$ cat src/logic/orsm_params.svh
// constants of the or/shift/move datapath slice
`ifndef ORSM_PARAMS_SVH
`define ORSM_PARAMS_SVH
`define ORSM_DATA_W 8
`define ORSM_ADDR_W 7
`define ORSM_REG_CNT 128
`define ORSM_MSB 7
`define ORSM_LSB 0
`define ORSM_ZERO 8'h00
`define ORSM_ACC_RST 8'h00
`define ORSM_REG_RST 8'h00
`define ORSM_TGT_ACC 1'b0
`define ORSM_TGT_REG 1'b1
`endif

$ cat src/logic/orsm_pkg.sv
// types of the or/shift/move datapath slice
package orsm_pkg;
	typedef enum logic [1:0] {
		ORSM_OP_OR,
		ORSM_OP_SHL,
		ORSM_OP_SHR,
		ORSM_OP_COPY
	} orsm_op_t;

	// one decoded instruction from the decoder
	typedef struct packed {
		logic valid;
		orsm_op_t op;
		logic [6:0] reg_addr;
		logic target_sel;
	} orsm_cmd_t;

	// status flags driven by this slice
	typedef struct packed {
		logic result_null_bit;
		logic shift_out_bit;
	} orsm_flags_t;

	// accumulator and flags, the top module's state outside the register file
	typedef struct packed {
		logic [7:0] acc;
		orsm_flags_t flags;
	} orsm_state_t;

	// register file write port
	typedef struct packed {
		logic en;
		logic [6:0] addr;
		logic [7:0] data;
	} orsm_wr_t;
endpackage

$ cat src/logic/orsm_datapath.sv
// or / shift / move execution slice with accumulator and flags
`timescale 1ns/10ps
`include "orsm_params.svh"
module orsm_datapath (
	// clock and reset
	input wire logic ref_clk_i,
	input wire logic rst_n_i,
	// decoded instruction
	input wire orsm_pkg::orsm_cmd_t cmd_i,
	// register preload from the rest of the core
	input wire orsm_pkg::orsm_wr_t preload_i,
	// register file peek address for the core
	input wire logic [`ORSM_ADDR_W-1:0] peek_addr_i,
	// results
	output logic [`ORSM_DATA_W-1:0] acc_o,
	output logic result_null_bit_o,
	output logic shift_out_bit_o,
	output logic [`ORSM_DATA_W-1:0] peek_data_o
);
	orsm_pkg::orsm_state_t s_q;
	orsm_pkg::orsm_state_t s_d;
	orsm_pkg::orsm_wr_t wr;
	orsm_pkg::orsm_wr_t rf_wr;
	logic [`ORSM_DATA_W-1:0] reg_val;
	logic [`ORSM_DATA_W-1:0] res;
	logic [`ORSM_ADDR_W-1:0] rd_addr;

	// register file; combinational operand read so each op takes one cycle
	orsm_regfile u_rf (
		.ref_clk_i(ref_clk_i),
		.rst_n_i(rst_n_i),
		.rd_addr_i(peek_addr_i),
		.op_addr_i(rd_addr),
		.wr_i(rf_wr),
		.rd_data_o(peek_data_o),
		.op_data_o(reg_val)
	);

	// operand address from the instruction
	assign rd_addr = cmd_i.reg_addr;

	// instruction write wins; a preload in the same cycle is dropped
	assign rf_wr = wr.en ? wr : preload_i;

	// result and next state
	always_comb begin
		s_d = s_q;
		res = reg_val;
		wr = '0;
		unique case (cmd_i.op)
			orsm_pkg::ORSM_OP_OR: res = s_q.acc | reg_val;
			orsm_pkg::ORSM_OP_SHL: res = {reg_val[`ORSM_MSB-1:0], 1'b0};
			orsm_pkg::ORSM_OP_SHR: res = {1'b0, reg_val[`ORSM_MSB:1]};
			orsm_pkg::ORSM_OP_COPY: res = reg_val;
		endcase
		if (cmd_i.valid) begin
			s_d.flags.result_null_bit = (res == '0);
			if (cmd_i.op == orsm_pkg::ORSM_OP_SHL) begin
				s_d.flags.shift_out_bit = reg_val[`ORSM_MSB];
			end
			if (cmd_i.op == orsm_pkg::ORSM_OP_SHR) begin
				s_d.flags.shift_out_bit = reg_val[`ORSM_LSB];
			end
			if (cmd_i.target_sel == `ORSM_TGT_ACC) begin
				s_d.acc = res;
			end else begin
				wr.en = 1'b1;
				wr.addr = cmd_i.reg_addr;
				wr.data = res;
			end
		end
	end

	// state register
	always_ff @(posedge ref_clk_i or negedge rst_n_i) begin
		if (!rst_n_i) begin
			s_q <= '0;
		end else begin
			s_q <= s_d;
		end
	end

	assign acc_o = s_q.acc;
	assign result_null_bit_o = s_q.flags.result_null_bit;
	assign shift_out_bit_o = s_q.flags.shift_out_bit;
endmodule

$ cat src/logic/orsm_regfile.sv
// 128 x 8 register file, registered peek read and direct operand read
`timescale 1ns/10ps
`include "orsm_params.svh"
module orsm_regfile (
	// clock and reset
	input wire logic ref_clk_i,
	input wire logic rst_n_i,
	// read and write ports
	input wire logic [`ORSM_ADDR_W-1:0] rd_addr_i,
	input wire logic [`ORSM_ADDR_W-1:0] op_addr_i,
	input wire orsm_pkg::orsm_wr_t wr_i,
	output logic [`ORSM_DATA_W-1:0] rd_data_o,
	output logic [`ORSM_DATA_W-1:0] op_data_o
);
	typedef struct packed {
		logic [`ORSM_REG_CNT-1:0][`ORSM_DATA_W-1:0] mem;
		logic [`ORSM_DATA_W-1:0] rd;
	} orsm_rf_state_t;

	orsm_rf_state_t s_q;
	orsm_rf_state_t s_d;

	// registered read then write (read sees old data on collision)
	always_comb begin
		s_d = s_q;
		s_d.rd = s_q.mem[rd_addr_i];
		if (wr_i.en) begin
			s_d.mem[wr_i.addr] = wr_i.data;
		end
	end

	// state register
	always_ff @(posedge ref_clk_i or negedge rst_n_i) begin
		if (!rst_n_i) begin
			s_q <= '0;
		end else begin
			s_q <= s_d;
		end
	end

	assign rd_data_o = s_q.rd;
	// operand mux straight off the storage flops, same cycle
	assign op_data_o = s_q.mem[op_addr_i];
endmodule

$ cat config.mk
export PLATFORM = sky130hd
export DESIGN_NAME = orsm_datapath
export DESIGN_NICKNAME = d
export VERILOG_FILES = /design/src/logic/orsm_pkg.sv /design/src/logic/orsm_datapath.sv /design/src/logic/orsm_regfile.sv
export VERILOG_INCLUDE_DIRS = /design/src /design/src/logic
export SDC_FILE = /design/constraint.sdc
export NUM_CORES = 2
export LEC_CHECK = 0
export ABC_AREA = 0
export BUFFER_PORTS_ARGS = -buffer_cell sky130_fd_sc_hd__buf_4
export CORE_ASPECT_RATIO = 0.6
export CORE_MARGIN = 2
export CORE_UTILIZATION = 58
export DETAILED_ROUTE_END_ITERATION = 8
export PLACE_DENSITY = 0.77
export SYNTH_ARGS = -nofsm -noshare
export SYNTH_HDL_FRONTEND = slang
export SYNTH_SLANG_ARGS = --single-unit
$ cat constraint.sdc
create_clock -name ref_clk_i -period 2.9 [get_ports ref_clk_i]
set_input_delay 0.435 -clock ref_clk_i [delete_from_list [all_inputs] [get_ports ref_clk_i]]
set_output_delay 0.435 -clock ref_clk_i [all_outputs]
set_load 0.01 [all_outputs]
=== Word level (Yosys, flattened, before mapping) ===
Cells that the tools add are included.

* Equality and inequality tests: 3
* Reduce and logical (&&, ||, !) cells: 6
* Mux-type cells: 13
* Bitwise logic cells: 2
* Magnitude comparators: 4

{| class="wikitable"
|+ Operators with widths
! operator !! count
|-
| bitwise mux 1024 bit || 1
|-
| binary-select mux 8 bit (select 7 bit) || 2
|-
| demux 8 bit (select 7 bit) || 1
|-
| two-way mux 16 bit || 3
|-
| case mux 8 bit (4 select lines) || 1
|-
| less-than comparator 7 x 8 -> 1 bit, second input constant || 3
|-
| two-way mux 8 bit || 3
|-
| logical NOT 8 bit || 1
|-
| OR 8 bit || 1
|-
| >= comparator 7 x 1 -> 1 bit, second input constant || 1
|-
| == test 2 bit, second input constant || 2
|-
| AND reduction 2 bit || 2
|-
| == test 2 x 1 -> 1 bit, second input constant || 1
|-
| logical NOT 2 bit || 1
|-
| two-way mux 1 bit || 2
|-
| nonzero test 2 bit || 1
|-
| logical AND 1 bit || 1
|-
| inverter 1 bit || 1
|}

* Flip-flop bits (word level): 1042
* Input port bits: 36
* Output and inout port bits: 18
* Logic and storage cells: 160

=== Logic depth before layout (Yosys ltp) ===
* Word-level depth: 12
* Mapped depth: 17
* Gate-level depth less buffers: 9

=== Cells and area by module ===
Synthesis repeated with hierarchy kept, for this count alone.

* Cell total of the unflattened synthesis: 3323
* Area total of the unflattened synthesis: 55598.3 um2

{| class="wikitable"
|+ By module, submodules not included
! module !! cells each !! instances !! area an instance (um2) !! sequential area each (um2)
|-
| orsm_regfile || 3217 || 1 || 54722.5 || 25824.8
|-
| orsm_datapath || 106 || 1 || 875.8 || 250.2
|}

=== Worst setup path after synthesis ===
OpenSTA, ideal clock, no wires.

* Path type: input to register
* Start: input peek_addr_i[0]
* End: register u_rf.s_q, in the netlist u_rf.rd_data_o[4]
* Data arrival time: 3.289 ns
* Library setup time: 0.125 ns
* Slack: -0.514 ns
* Stages on the path: 7
* Required time: 2.775 ns
* Cells stage by stage: clkbuf_1 -> clkbuf_1 -> buf_1 -> mux4_2 -> mux4_2 -> mux4_2 -> mux2_2

{| class="wikitable"
|+ RTL lines
! what !! RTL line !! text
|-
| from (decl) || orsm_datapath.sv:13 || <nowiki>input wire logic [`ORSM_ADDR_W-1:0] peek_addr_i,</nowiki>
|-
| to (signal assigned) || orsm_regfile.sv:35 || <nowiki>s_q <= '0;</nowiki>
|-
| to (signal assigned) || orsm_regfile.sv:37 || <nowiki>s_q <= s_d;</nowiki>
|-
| to (decl) || orsm_regfile.sv:20 || <nowiki>orsm_rf_state_t s_q;</nowiki>
|}

=== Worst setup path after layout ===
* Start: input cmd_i[2] (netlist bit)
* End: register u_rf.s_q[244] (netlist bit)

* Word-level cells in the longest chain between the ends: 8

{| class="wikitable"
|+ Ends and longest elaborated chain
! what !! RTL line !! text
|-
| from (decl) || orsm_datapath.sv:9 || <nowiki>input wire orsm_pkg::orsm_cmd_t cmd_i,</nowiki>
|-
| binary-select mux 8 bit (select 7 bit) / two-way mux 16 bit (equally long branches) || orsm_regfile.sv:43, orsm_datapath.sv:64 ||
|-
| two-way mux 8 bit (implied by the code) / two-way mux 16 bit (equally long branches) || orsm_regfile.sv:43, orsm_datapath.sv:56 ||
|-
| OR 8 bit / two-way mux 16 bit (equally long branches) || orsm_datapath.sv:51, orsm_datapath.sv:43 ||
|-
| case mux 8 bit (4 select lines), or another cell as far along || orsm_datapath.sv:50 || <nowiki>unique case (cmd_i.op)</nowiki>
|-
| two-way mux 16 bit (*) || orsm_datapath.sv:64 || <nowiki>if (cmd_i.target_sel == `ORSM_TGT_ACC) begin</nowiki>
|-
| two-way mux 16 bit (*) || orsm_datapath.sv:56 || <nowiki>if (cmd_i.valid) begin</nowiki>
|-
| two-way mux 16 bit (*) || orsm_datapath.sv:43 || <nowiki>assign rf_wr = wr.en ? wr : preload_i;</nowiki>
|-
| bitwise mux 1024 bit (*) || orsm_regfile.sv:28 || <nowiki>s_d.mem[wr_i.addr] = wr_i.data;</nowiki>
|}

Every way passes the cells marked *; elsewhere a longest branch is shown, timed or not. The select of a mux whose other input is x is not followed.
A chain may end at the register's enable or synchronous reset.

==> metrics <==
Post-synth ARST share=1.000; Area growth syn-to-layout=31.88%; max cap viols=1; DR WL/cell=35.57 um; post-synthesis sequential area ratio=0.4714; Rows=87; clock sinks=1042; Final Cycle Share=1.390; I/O Buffers=53; WL met2=98330 um; Slew Limit Fails=8; NetSw=13.94 mW; Pre-Repair DR Iteration Count=9; Max clock buf depth=3; Vias=53450; Rel. slew slack=-0.09989; highest routed layer=met5; Int Power=29.63 mW; HPWL after DPL=150200 um; outcome=complete, but fails checks; Avg Cell Area, Syn=11.57 um2; placed cell area=0.06579 mm2; final hold slack=0.05350 ns; Die ar.=0.09793 mm2; GR Overflow Total=0; CP Cell Sequence=buf_8 > buf_12 > buf_4 > inv_1 > nor2_1 > nand3_2 > a41oi_2 > a311oi_2 > buf_4 > nor3_1 > o41ai_2 > buf_4 > o21a_4 > buf_12 > clkbuf_16 > o21ai_0; wire length on met1=80670 um; Reg area=0.02608 mm2; Switching Share=0.3200; HP Class=in -> reg; worst-path fanout max=12; measured slew at the worst slew-check pin=1.642 ns; routability-driven placement congestion ratio=1.081; WL met3=48540 um; # IOs=54; die width=402.7 um; combinational share of power=0.270; fin crit period=4.030 ns; max incr delay on CP=0.76 ns; WP data required=3.46 ns; pwr dens=597.3 mW/mm2; Critical-path top delay cell=o21ai_0; arrival time worst endpoint=4.59 ns; Worst Path Buf+Inv=8; Crit. End Element=flop; share of cells above drive strength 1=0.4413; post-route cell area=0.07295 mm2; Synth area leaders=dfrtp_1 47%, mux4_2 22%, nand2_1 7.0%; CP Launch Type=primary input; DR vias/cell=7.498; Setup-failing EPs final=1034; flops & latches, synth=1042; leakage power=33.06 nW; critical path type=in -> reg; post-route DRC violation count=126; most used cell, CP=buf_4; total CTS buffers=95; CTS tree=built; clock power share=0.316; antenna-violating nets left=0; Synth Flop Type=dfrtp_1; family with the most delay on the worst path=compound AO/OA/AOI/OAI gates; core area=0.09427 mm2; initial antenna violation count=21; via count of the first global-routing pass=50560; footprint of the multi-input gates=0.02842 mm2; gr usage total=0.4753; Synth warnings=0; H-tree depth=3; Reg clk slew, reported paths=0.08 ns; Netlist cell types=72; Layout fillers=5172; EDFF count, synth=0; count leader, synth=dfrtp_1; violated checks=design-rule violations, max-capacitance violations, max-slew violations, negative setup slack; unrepaired setup endpoints after global routing=yes; first-pass GRT wire length=339000 um; Yosys top cell by area=dfrtp_1; commonest cells in the synthesized netlist=1042 x dfrtp_1, 1031 x nand2_1, 729 x o21ai_0; DRT iter0 DRCs=10310; VDD IR max=0.4861 mV; Syn Inst Count=4781; worst setup margin=-1.130 ns; Mapped Area=0.05531 mm2; Final Skew=0.03467 ns; Reg power frac=0.413; final net count=5842; total wire length=253500 um; Clk Latency, worst-skew pair=0.75 ns; post-synth top area share=0.4714; die height=243.2 um; syn_nets=4821; largest net degree at the start of global routing=126; root buffer cell=clkbuf_16; Final Hold Fails=0; Initial Util=0.5868; total power=43.57 mW; Achievable Freq=248.1 MHz
[logic make-up after synthesis]
| group | count (synthesis) | share of synthesized area |
|---|---|---|
| adder cells (fa/ha/maj) | 4 | 0.0009049 |
| buffers and inverters | 461 | 0.04262 |
| AND/OR/NAND/NOR | 1316 | 0.09564 |
| multiplexers | 835 | 0.2764 |
| flip-flops | 1042 | 0.4714 |
| AO/OA/AOI/OAI | 1123 | 0.1130 |
[metrics by stage]
step / util / worst slack [ns] / setup TNS (ns) / instances
2_1_floorplan: - / -0.3182 / -283.35 / 4781
3_3_place_gp: 0.6979 / -1.279 / -1180.44 / 6836
3_5_place_dp: 0.6979 / -1.349 / -1194.57 / 6836
4_1_cts: 0.7537 / -0.4405 / -366.11 / 7071
5_1_grt: 0.7736 / -1.031 / -566.27 / 7120
6_report: 0.7738 / -1.130 / -587.31 / 7128
[area by class of cell]
class	count	share of cell area
antenna	9	0.0003087
clock buffer	128	0.03732
clock inverter	40	0.007427
inverter	15	0.0008061
multi-input combinational	3278	0.3896
sequential	1042	0.3575
tap	1246	0.02137
timing repair buffer	1370	0.1857
[flip-flops by register name (all words and copies together) (netlist names)]
register / flops
result_null_bit_o: 1
shift_out_bit_o: 1
u_rf.rd_data_o: 8
acc_o: 8
u_rf.s_q: 1024
[per-layer routing]
metal / up-vias / track usage
met5: - / 0.005848
met3: 1964 / 0.2460
met1: 25990 / 0.6165
met4: 40 / 0.2679
li1: 19690 / -
met2: 5768 / 0.6415
[cells in the final DEF, fill, tap and decap left out, types with 13 or more instances in the layout]
| cell type | instances |
|---|---|
| buf_12 | 148 |
| nand2_1 | 1030 |
| buf_4 | 1132 |
| o21ai_1 | 303 |
| o21ai_0 | 294 |
| mux2_2 | 147 |
| clkbuf_8 | 20 |
| nand3_1 | 27 |
| a21oi_1 | 40 |
| o21ai_2 | 257 |
| clkbuf_16 | 117 |
| nor2_1 | 127 |
| clkinv_2 | 19 |
| mux4_2 | 539 |
| buf_16 | 43 |
| a22oi_1 | 54 |
| mux2i_1 | 141 |
| dfrtp_1 | 1041 |
| inv_1 | 13 |
| nand2b_1 | 13 |
| a21oi_2 | 43 |
| nor3_1 | 38 |
[power groups by stage]
stage	clock [mW]	combinational, mW	sequential (mW)
final	13.8	11.8	18.0
after global routing	14.3	12.0	18.0
after CTS	13.5	10.2	17.7
after detailed placement	0	9.36	17.9
after global placement	0	9.01	17.8
after floorplan	0	4.82	17.6
[worst reg2reg max path, delay by kind of cell (launching register included)]
kind	cells	cell delay, ns
AOI/OAI and AO/OA	6	1.89
buffers and inverters	4	0.69
and+or+nand+nor	2	0.56
DFF	1	0.42
muxes	1	0.18
[what timing repair did]
action,4_1_cts,5_1_grt
endpoints found under the setup margin,1033,1034
resized for setup,376,508
cloned,33,28
hold buffers,1,0
pin swaps,108,78
setup buffers,35,24
endpoints found under the hold margin,31,0
[path summary, 6_finish.rpt]
| check | from | to | slack (ns) | cells past startpoint |
|---|---|---|---|---|
| min | cmd_i[10] | result_null_bit_o | 0.05 | 3 |
| max | cmd_i[2] | u_rf.s_q[244] | -1.13 | 16 |
| min reg2reg | u_rf.s_q[492] | u_rf.s_q[492] | 0.51 | 2 |
| max in group asynchronous | rst_n_i | u_rf.s_q[550] | 1.40 | 3 |
| min in group asynchronous | rst_n_i | u_rf.s_q[722] | 0.31 | 2 |
| max reg2reg | u_rf.s_q[564] | u_rf.s_q[244] | -1.02 | 13 |
(Power assumes the default switching activity.)
